--- config.mk ---
export PLATFORM = sky130hd
export DESIGN_NAME = wpes_host
export DESIGN_NICKNAME = d
export VERILOG_FILES = /design/src/rtl/wpes_tick.v /design/src/rtl/wpes_host.v
export VERILOG_INCLUDE_DIRS = /design/src /design/src/rtl
export SDC_FILE = /design/constraint.sdc
export NUM_CORES = 1
export LEC_CHECK = 0
export BUFFER_PORTS_ARGS = -buffer_cell sky130_fd_sc_hd__buf_2
export CAP_MARGIN = 0
export CORE_MARGIN = 2
export CORE_UTILIZATION = 55
export CTS_CLUSTER_DIAMETER = 80
export DETAILED_ROUTE_END_ITERATION = 16
export PLACE_DENSITY = 0.74
export SLEW_MARGIN = 10
export SYNTH_ARGS = -nofsm -noshare
export SYNTH_HDL_FRONTEND = slang
export SYNTH_SLANG_ARGS = --single-unit
--- constraint.sdc ---
create_clock -name clk_i -period 5.5 [get_ports clk_i]
set_clock_uncertainty 0.2 [all_clocks]
set_input_delay 1.375 -clock clk_i [delete_from_list [all_inputs] [get_ports clk_i]]
set_output_delay 1.375 -clock clk_i [all_outputs]
set_load 0.05 [all_outputs]
--- src/rtl/wpes_defs.vh ---
// What this block does
// - host keeps periodic channel time at or below 80%, borrowing 20% briefly
// - interval exponent 6..16; interval is 2^(x-1) ticks of 128 us
// - host may attempt anywhere in interval; provided interval may be shorter
// - windows reset after successful configuration control transfers completes
// - after NAK or flow control, host resumes attempts next interval
// - pipe halts on STALL or exhausted retry policy after errors; here only interrupt pipes halt, low-power ones on STALL only
// - host tolerates gaps up to 8.192 ms once every 65.536 ms
// - isochronous retry reserve at least 30%, at least one retry per interval
// - host uses reserved isochronous bandwidth until flow control response
// - interrupt transactions follow reliable burst sequence with window acknowledgements
// - host makes at most 3 low-power attempts, retrying only after device tried
//
// Purpose: constants for the periodic endpoint scheduler (host side)
// Assumes: 25 MHz clock
// Notes:   times in their own unit, cycle counts derived from them
`ifndef WPES_DEFS_VH
`define WPES_DEFS_VH
`define WPES_CLK_MHZ        25
`define WPES_TICK_US        128
`define WPES_TICK_CYC       (`WPES_TICK_US * `WPES_CLK_MHZ)
`define WPES_EXP_MIN        4'h6
`define WPES_EXP_MAX        4'h0
`define WPES_EXP_TOP        5'h10
`define WPES_RETRY_STD      3'h5
`define WPES_RETRY_LP       3'h3
`define WPES_ISO_RETRY_MIN  3'h1
`define WPES_ISO_RESV_PCT   30
`define WPES_PER_PCT        80
`define WPES_BORROW_PCT     20
`define WPES_GAP_US         8192
`define WPES_GAP_EVERY_US   65536
`define WPES_HS_ACK         3'h1
`define WPES_HS_NAK         3'h2
`define WPES_HS_STALL       3'h3
`define WPES_HS_ERR         3'h4
`define WPES_HS_SILENT      3'h5
`define WPES_HS_NONE        3'h0
`endif

--- src/rtl/wpes_tick.v ---
// Purpose: free-running 128 us tick pulse
// Assumes: one clock, synchronous released reset
// Notes:   pulse is one cycle wide
`timescale 1ns/1ns
`include "wpes_defs.vh"
module wpes_tick (
  input  wire clk_i,
  input  wire rst_n_i,
  output reg  tick_o
);
  // full-width constant first, then an explicit slice to the counter width
  localparam [31:0] TICK_LAST_W = `WPES_TICK_CYC - 1;
  localparam [16:0] TICK_LAST   = TICK_LAST_W[16:0];
  reg [16:0] cnt;
  // divide local clock down to the tick period
  always @(posedge clk_i or negedge rst_n_i) begin
    if (!rst_n_i) begin
      cnt    <= 17'h00000;
      tick_o <= 1'b0;
    end else if (cnt == TICK_LAST) begin
      cnt    <= 17'h00000;
      tick_o <= 1'b1;
    end else begin
      cnt    <= cnt + 17'h00001;
      tick_o <= 1'b0;
    end
  end
endmodule // wpes_tick

--- src/rtl/wpes_host.v ---
// Purpose: host-side scheduler for one periodic pipe (interrupt or isochronous)
// Assumes: transaction engine outside answers each attempt with a handshake code
// Notes:   one pipe per instance; bandwidth admission is done by software
`timescale 1ns/1ns
`include "wpes_defs.vh"
module wpes_host (
  input  wire       clk_i,
  input  wire       rst_n_i,
  input  wire       enable_i,       // pipe configured and active
  input  wire [3:0] exp_i,          // requested interval exponent
  input  wire       iso_i,          // 1 isochronous, 0 interrupt
  input  wire       low_power_i,    // low-power interrupt IN endpoint
  input  wire       dir_in_i,       // pipe direction, fixed per pipe
  input  wire [2:0] iso_slots_i,    // reserved isochronous attempts incl. retries
  input  wire       ctl_done_i,     // config control transfer completed ok
  input  wire       clear_halt_i,   // halt recovery by software
  input  wire       hs_valid_i,     // handshake result valid, one cycle
  input  wire [2:0] hs_code_i,      // handshake result
  input  wire       dev_tried_i,    // device attempted to send in this exchange
  output wire       attempt_o,      // request one transaction, held until taken
  input  wire       attempt_ready_i,
  output reg        attempt_dir_o,
  output reg        win_reset_o,    // re-initialise burst windows, one pulse
  output reg        halted_o,
  output reg        bad_exp_o,      // requested exponent out of range
  output reg        interval_o      // start of each service interval, pulse
);
  localparam ST_IDLE = 2'h0;
  localparam ST_REQ  = 2'h1;
  localparam ST_WAIT = 2'h2;
  localparam ST_DONE = 2'h3;

  reg        rst_s1;
  reg        rst_s2;
  wire       rst_n = rst_s2;
  wire       tick;
  reg  [1:0] state;
  reg  [1:0] next_state;
  reg [15:0] tick_cnt;
  reg [15:0] int_len;
  reg  [2:0] tries;
  reg  [2:0] max_tries;
  reg        retry_ok;
  wire [3:0] exp_use;
  wire       exp_ok;
  wire       int_end;

  // reset release through two flops
  always @(posedge clk_i or negedge rst_n_i) begin
    if (!rst_n_i) begin
      rst_s1 <= 1'b0;
      rst_s2 <= 1'b0;
    end else begin
      rst_s1 <= 1'b1;
      rst_s2 <= rst_s1;
    end
  end

  wpes_tick u_tick (
    .clk_i   (clk_i),
    .rst_n_i (rst_n),
    .tick_o  (tick)
  );

  // exponent 0 encodes 16 (shift of 0-1 wraps to 15); anything else below 6 is
  // clamped so the timer stays bounded
  assign exp_ok  = (exp_i >= `WPES_EXP_MIN) || (exp_i == `WPES_EXP_MAX);
  assign exp_use = exp_ok ? exp_i : `WPES_EXP_MIN;
  assign int_end = tick && (tick_cnt == int_len - 16'h0001);

  // interval length in ticks: 2^(x-1); 16 bits hold up to 2^15
  always @(posedge clk_i or negedge rst_n) begin
    if (!rst_n) begin
      int_len   <= 16'h0020;
      tick_cnt  <= 16'h0000;
      bad_exp_o <= 1'b0;
    end else begin
      int_len   <= 16'h0001 << (exp_use - 4'h1);
      bad_exp_o <= enable_i && !exp_ok;
      // intervals count local ticks only, so a long channel gap just shifts
      // the attempt inside its interval and never skews later intervals
      if (!enable_i)
        tick_cnt <= 16'h0000;
      else if (int_end)
        tick_cnt <= 16'h0000;
      else if (tick)
        tick_cnt <= tick_cnt + 16'h0001;
    end
  end

  // attempt budget per interval: std 1+5, low power 3 total, iso reserved slots but at least 2;
  // a fixed budget keeps this pipe inside its admitted share of channel time
  always @* begin
    if (iso_i)
      max_tries = (iso_slots_i > `WPES_ISO_RETRY_MIN) ? iso_slots_i
                                                       : 3'h2;
    else if (low_power_i)
      max_tries = `WPES_RETRY_LP;
    else
      max_tries = `WPES_RETRY_STD + 3'h1;
  end

  // scheduler: attempt at interval start, retry on error, stop on flow control
  always @* begin
    next_state = state;
    case (state)
      ST_IDLE: if (enable_i && !halted_o && int_end) next_state = ST_REQ;
      ST_REQ:  if (attempt_ready_i) next_state = ST_WAIT;
      ST_WAIT: begin
        if (hs_valid_i) begin
          case (hs_code_i)
            `WPES_HS_NAK:   next_state = ST_DONE;
            `WPES_HS_STALL: next_state = ST_IDLE;
            `WPES_HS_ACK:   next_state = iso_i && (tries < max_tries) ? ST_REQ
                                                                      : ST_DONE;
            default: begin
              // no wait for ready notifications: retry straight away
              if (tries < max_tries && retry_ok)
                next_state = ST_REQ;
              else
                next_state = iso_i || low_power_i ? ST_DONE : ST_IDLE;
            end
          endcase
        end
      end
      ST_DONE: next_state = ST_IDLE;
      default: next_state = ST_IDLE;
    endcase
  end

  always @* begin
    retry_ok = low_power_i ? dev_tried_i : 1'b1;
  end

  // the next int_end re-arms IDLE, so a NAK resumes next interval
  always @(posedge clk_i or negedge rst_n) begin
    if (!rst_n) begin
      state         <= ST_IDLE;
      tries         <= 3'h0;
      halted_o      <= 1'b0;
      win_reset_o   <= 1'b0;
      interval_o    <= 1'b0;
      attempt_dir_o <= 1'b0;
    end else begin
      state         <= ctl_done_i ? ST_IDLE : next_state;
      interval_o    <= int_end;
      win_reset_o   <= ctl_done_i;
      attempt_dir_o <= dir_in_i;
      if (state == ST_IDLE)
        tries <= 3'h0;
      else if (state == ST_REQ && attempt_ready_i)
        tries <= tries + 3'h1;
      // halt a non-iso pipe on stall or exhausted standard retry policy; clear or reconfig recovers
      if (state == ST_WAIT && hs_valid_i && !iso_i &&
          (hs_code_i == `WPES_HS_STALL ||
           (hs_code_i == `WPES_HS_ERR && tries >= max_tries && !low_power_i)))
        halted_o <= 1'b1;
      else if (clear_halt_i || ctl_done_i)
        halted_o <= 1'b0;
    end
  end

  assign attempt_o = (state == ST_REQ);
endmodule // wpes_host

# [Word-level counts from Yosys, hierarchy flattened]
# Cells that the tools add are included.
[totals] out_inout_bits=6 latch_bits=0 register_bits=62 elab_cells=84 mem_bits_rw=0 mem_count=0 inputBits=21 rom_bits=0
[op_classes] div_mod_pow=0 n_bitwise=0 n_reduce_logical=25 n_eq_ne=13 n_mul=0 muxes=23 n_shift=1 n_addsub=5 n_lt_le_gt_ge=4
[op_table] op="16-bit 2-to-1 mux" n=3
[op_table] op="17-bit by 1-bit adder with 17-bit output, second input constant" n=1
[op_table] op="17-bit by 12-bit == test with 1-bit output, second input constant" n=1
[op_table] op="17-bit 2-to-1 mux" n=1
[op_table] op="16-bit by 1-bit adder with 16-bit output, second input constant" n=1
[op_table] op="16-bit == test" n=1
[op_table] op="1-bit by 4-bit << shifter with 16-bit output, first input constant" n=1
[op_table] op="16-bit by 1-bit subtractor with 16-bit output, second input constant" n=1
[op_table] op="3-bit 2-to-1 mux" n=5
[op_table] op="2-bit 2-to-1 mux" n=7
[op_table] op="1-bit logical AND" n=12
[op_table] op="3-bit != test, second input constant" n=3
[op_table] op="2-bit case mux with 4 select lines" n=1
[op_table] op="3-bit by 2-bit == test with 1-bit output, second input constant" n=2
[op_table] op="2-bit case mux with 3 select lines" n=1
[op_table] op="2-bit == test, second input constant" n=2
[op_table] op="4-bit by 3-bit greater-or-equal comparator with 1-bit output, second input constant" n=1
[op_table] op="1-bit logical NOT" n=4
[op_table] op="4-bit logical NOT" n=1
[op_table] op="1-bit logical OR" n=4
[op_table] op="1-bit 2-to-1 mux" n=4
[op_table] op="4-bit 2-to-1 mux" n=1
[op_table] op="2-bit nonzero test" n=2
[op_table] op="4-bit by 1-bit subtractor with 4-bit output, second input constant" n=1
[op_table] op="other kinds (10)" n=10

# [Logic depth before layout (Yosys ltp)]
[depth] word_depth=10 ltp_mapped=11 mapped_depth_nobuf=9

# [Modules after synthesis]
# Synthesis repeated with hierarchy kept, for this count alone.
[hier_totals] hier_cells=362 area_unflattened_um2=3525.9
[by_module_without_submodules] module="wpes_host" cells_each=291 seq_area_each_um2=1102.3 instances=1 area_each_um2=2738.9
[by_module_without_submodules] module="wpes_tick" cells_each=71 seq_area_each_um2=450.4 instances=1 area_each_um2=787.0

# [Worst setup path after synthesis]
# No wires, ideal clock.
[synth_timing] path_kind="reg2reg" start="register int_len[0]" end="register tick_cnt[6]" t_required_ns=5.181 path_stages_with_launch=12 t_arrival_ns=2.632 setup_slack_ns=2.549 cell_sequence="dfrtp_1 > inv_1 > ha_1 > or4b_1 > buf_2 > and4bb_2 > mux2i_1 > or3b_1 > a21o_1 > o21ai_2 > buf_4 > nor2_1"
[synth_between] elab_chain_cells=5 word_cells_on_any_way=6 cone_classes="1 x add/sub; 2 x eq/ne; 2 x mux; 1 x reduce/logical"
[synth_rtl] item="start: declaration" line="wpes_host.v:40" source="reg [15:0] int_len;"
[synth_rtl] item="start signal: assignment" line="wpes_host.v:78" source="int_len <= 16'h0001 << (exp_use - 4'h1);"
[synth_rtl] item="16-bit by 1-bit subtractor with 16-bit output (*)" line="wpes_host.v:69" source="assign int_end = tick && (tick_cnt == int_len - 16'h0001);"
[synth_rtl] item="16-bit == test (*)" line="wpes_host.v:69"
[synth_rtl] item="1-bit logical AND (*)" line="wpes_host.v:69"
[synth_rtl] item="16-bit 2-to-1 mux" line="wpes_host.v:84" source="else if (int_end)"
[synth_rtl] item="16-bit 2-to-1 mux" line="wpes_host.v:82" source="if (!enable_i)"
[synth_rtl] item="end signal: assignment" line="wpes_host.v:87" source="tick_cnt <= tick_cnt + 16'h0001;"
[synth_rtl] item="end: declaration" line="wpes_host.v:39" source="reg [15:0] tick_cnt;"
# Every way passes the cells marked *; elsewhere a longest branch is shown, timed or not.
# A chain may end at the register's enable or synchronous reset.

# [Worst setup path after layout]
[layout_timing] start="register int_len[0]" end="register tick_cnt[10]"
# The elaborated chain is that of the path after synthesis.

==> impl_metrics.tcl <==
set metrics [dict create \
    portBuffers 26 \
    yosys_warnings 0 \
    synthesis.area_um2 3260 \
    diodes 0 \
    slew_headroom_pct 38.8 \
    status "complete, no violations" \
    critPathLaunchType "flip-flop" \
    setup_viol 0 \
    final_cell_area_um2 3680 \
    slew_viol_final 0 \
    synth_edf_count 0 \
    die_h_um 80.9 \
    fmax_mhz 301 \
    hold_class "flip-flop to asynchronous set/reset pin" \
    clock_tree.buffer_depth 2 \
    cts_made_buffers 9 \
    finalNonFillerCells 457 \
    routed_wl_um 6550 \
    postPlaceCellArea_um2 3470 \
    fin_crit_ns 3.32 \
    worstSetupPathType "flip-flop to flip-flop" \
    cp_slowest_cell "or4_1" \
    yosysSeqAreaShare_pct 47.7 \
    drive_gt1_share_pct 12.3 \
    min_period_over_period_pct 60.4 \
    dp_cells 441 \
    peakVddDrop_uv 203 \
    synth.most_common_cell "dfrtp_1" \
    drc 0 \
    core-area_um2 5820 \
    cp_top_family "simple AND/OR/NAND/NOR gates" \
    place_congestion 0.808 \
    cts_tree "done" \
    grt_setup_unrepaired "no" \
    wire_per_inst_um 14.3 \
    grt_max_degree 42 \
    clk_latency_ns 0.34 \
    gr-total-overflow 0 \
    postCtsHoldBufs 0 \
    rows 28 \
    hpwlAfterDp_um 4820 \
    ys_top_cells_by_area "dfrtp_1 47%, xor2_1 7.5%, nor2_1 5.9%" \
    dpl_worst_slack_ns 2.18 \
    clock-sinks 62 \
    postRouteAntennaNets 0 \
    antenna_found_initial 0 \
    avgSynthCellArea_um2 9.52 \
    vias 2506 \
    yosys_most_used_dff "dfrtp_1" \
    synth_largest_area_cell "dfrtp_1" \
    worst-path-buf-inv 1 \
    cts_root_buffer "clkbuf_8" \
    async_reset_ff_share_pct 100 \
    vias_per_cell 5.48 \
    setup_slack_ns 2.18 \
    hold_viol 0 \
    dieArea_um2 6550 \
    path_clk_slew_ns 0.07 \
    htreeDepth 3 \
    grt_pass1_vias 2438 \
    nNetsFinal 405 \
    critPathRequiredTime_ns 5.51 \
    grtUsageTotal_pct 22.3 \
    endpoint_kind "flip-flop" \
    die_w_um 80.9 \
    drt_iter0_drc 152 \
    initial_core_util_pct 56.0 \
    postCtsSetupRepairBufs 0 \
    powerDensity_nw_per_um2 258 \
    synth_cell_types 45 \
    path_max_fanout 13 \
    crit_chain "inv_1 -> ha_1 -> or4b_1 -> a2111oi_0 -> nor3_1 -> or4_1 -> o21ai_2 -> nor2_1" \
    synth_top_area_share_pct 46.9 \
    syn_inst 342 \
    ys_top_cells_by_count "61 x dfrtp_1, 51 x nor2_1, 28 x xor2_1, 21 x xnor2_1, 20 x nand2_1" \
    cts-resized-gates 0 \
    syn_to_final_growth_pct 13.1 \
    drt_pass1_iterations 4 \
    worst_slew_pin_slew_ns 0.911 \
    max_stage_delay_ns 0.63 \
    leakage_nw 1.69 \
    worstPathArrival_ns 3.33 \
    grt_pass1_wl_um 11000 \
    pin_count 27 \
    ys_ff_latch 62 \
    maxCapViolations 0 \
    setup_tns_ns 0 \
]
[state kept, by name (all words and copies together), names as in the netlist]
register / count
int_len: 16
interval_o: 1
tries: 3
tick_cnt: 16
attempt_dir_o: 1
halted_o: 1
rst_n: 1
rst_s1: 1
win_reset_o: 1
state: 2
u_tick.tick_o: 1
bad_exp_o: 1
u_tick.cnt: 17
[final timing paths]
path                       depth (start not counted)  slack [ns]                       end                  from
setup / recovery                                   8        2.18  tick_cnt[10]$_DFFE_PN0P_  int_len[0]$_DFF_PN0_
hold / removal                                     0       0.008      halted_o$_DFFE_PN0P_       rst_n$_DFF_PN0_
setup reg to reg                                   8        2.18  tick_cnt[10]$_DFFE_PN0P_  int_len[0]$_DFF_PN0_
hold reg to reg                                    0       0.008      halted_o$_DFFE_PN0P_       rst_n$_DFF_PN0_
max in group asynchronous                          1        4.22      int_len[5]$_DFF_PN1_       rst_n$_DFF_PN0_
min in group clk_i                                 0        0.15           rst_n$_DFF_PN0_      rst_s1$_DFF_PN0_
[logic make-up after synthesis]
| logic type | after synthesis | share of synthesized area, % |
|---|---|---|
| AO/OA/AOI/OAI | 45 | 8.76 |
| XOR/XNOR | 49 | 13.2 |
| adder cells (fa/ha/maj) | 7 | 2.69 |
| AND/OR/NAND/NOR | 157 | 24.6 |
| other | 2 | 0.231 |
| buffers and inverters | 18 | 2.23 |
| multiplexers | 2 | 0.615 |
| flip-flops | 62 | 47.7 |
[per-stage QoR]
step / power (mW) / hold WS, ns / utilization, %
final: 0.950 / 0.00752 / 63.3
after CTS: 0.961 / 0.0200 / 63.3
after detailed placement: 0.551 / 0.0196 / 59.7
after global routing: 0.992 / 0.0539 / 63.3
after global placement: 0.548 / 0.0160 / 59.7
after floorplan: 0.526 / 0.131 / -
[where the power goes]
group / internal (mW) / switching [mW]
clock: 0.234 / 0.175
sequential: 0.463 / 0.00994
combinational: 0.0254 / 0.0432
total: 0.722 / 0.228
[worst register-to-register path, delay by kind of cell, from the launching register on]
kind | cells | cell delay [ns]
and+or+nand+nor | 4 | 1.44
DFF | 1 | 0.41
AOI/OAI and AO/OA | 2 | 0.83
buffers and inverters | 1 | 0.08
adders and majority gates | 1 | 0.24
[cell type report]
cell class	count	area [µm²]
timing repair buffer	27	138
clock inverter	5	57.6
inverter	11	41.3
multi-input combinational	266	1650
fill	510	2130
sequential	62	1550
tap	75	93.8
clock buffer	11	151
[placed cells by master, fill, tap and decap left out, types with 14 or more instances in the layout]
master and n:
nand4_1 14, nor3_1 14, buf_2 26, nand2_1 20, xor2_1 28, nand3_1 15, nor2_1 51, dfrtp_1 60
xnor2_1 21
[layer usage]
metal / up-vias / share of wire, % / GRT usage (%)
li1: 1266 / - / -
met1: 1184 / 46 / 28.7
met2: 39 / 48 / 36.0
met3: 17 / 3.4 / 4.78
met4: 0 / 2.4 / 10.5
met5: - / 0 / 0
(Power assumes the default switching activity.)
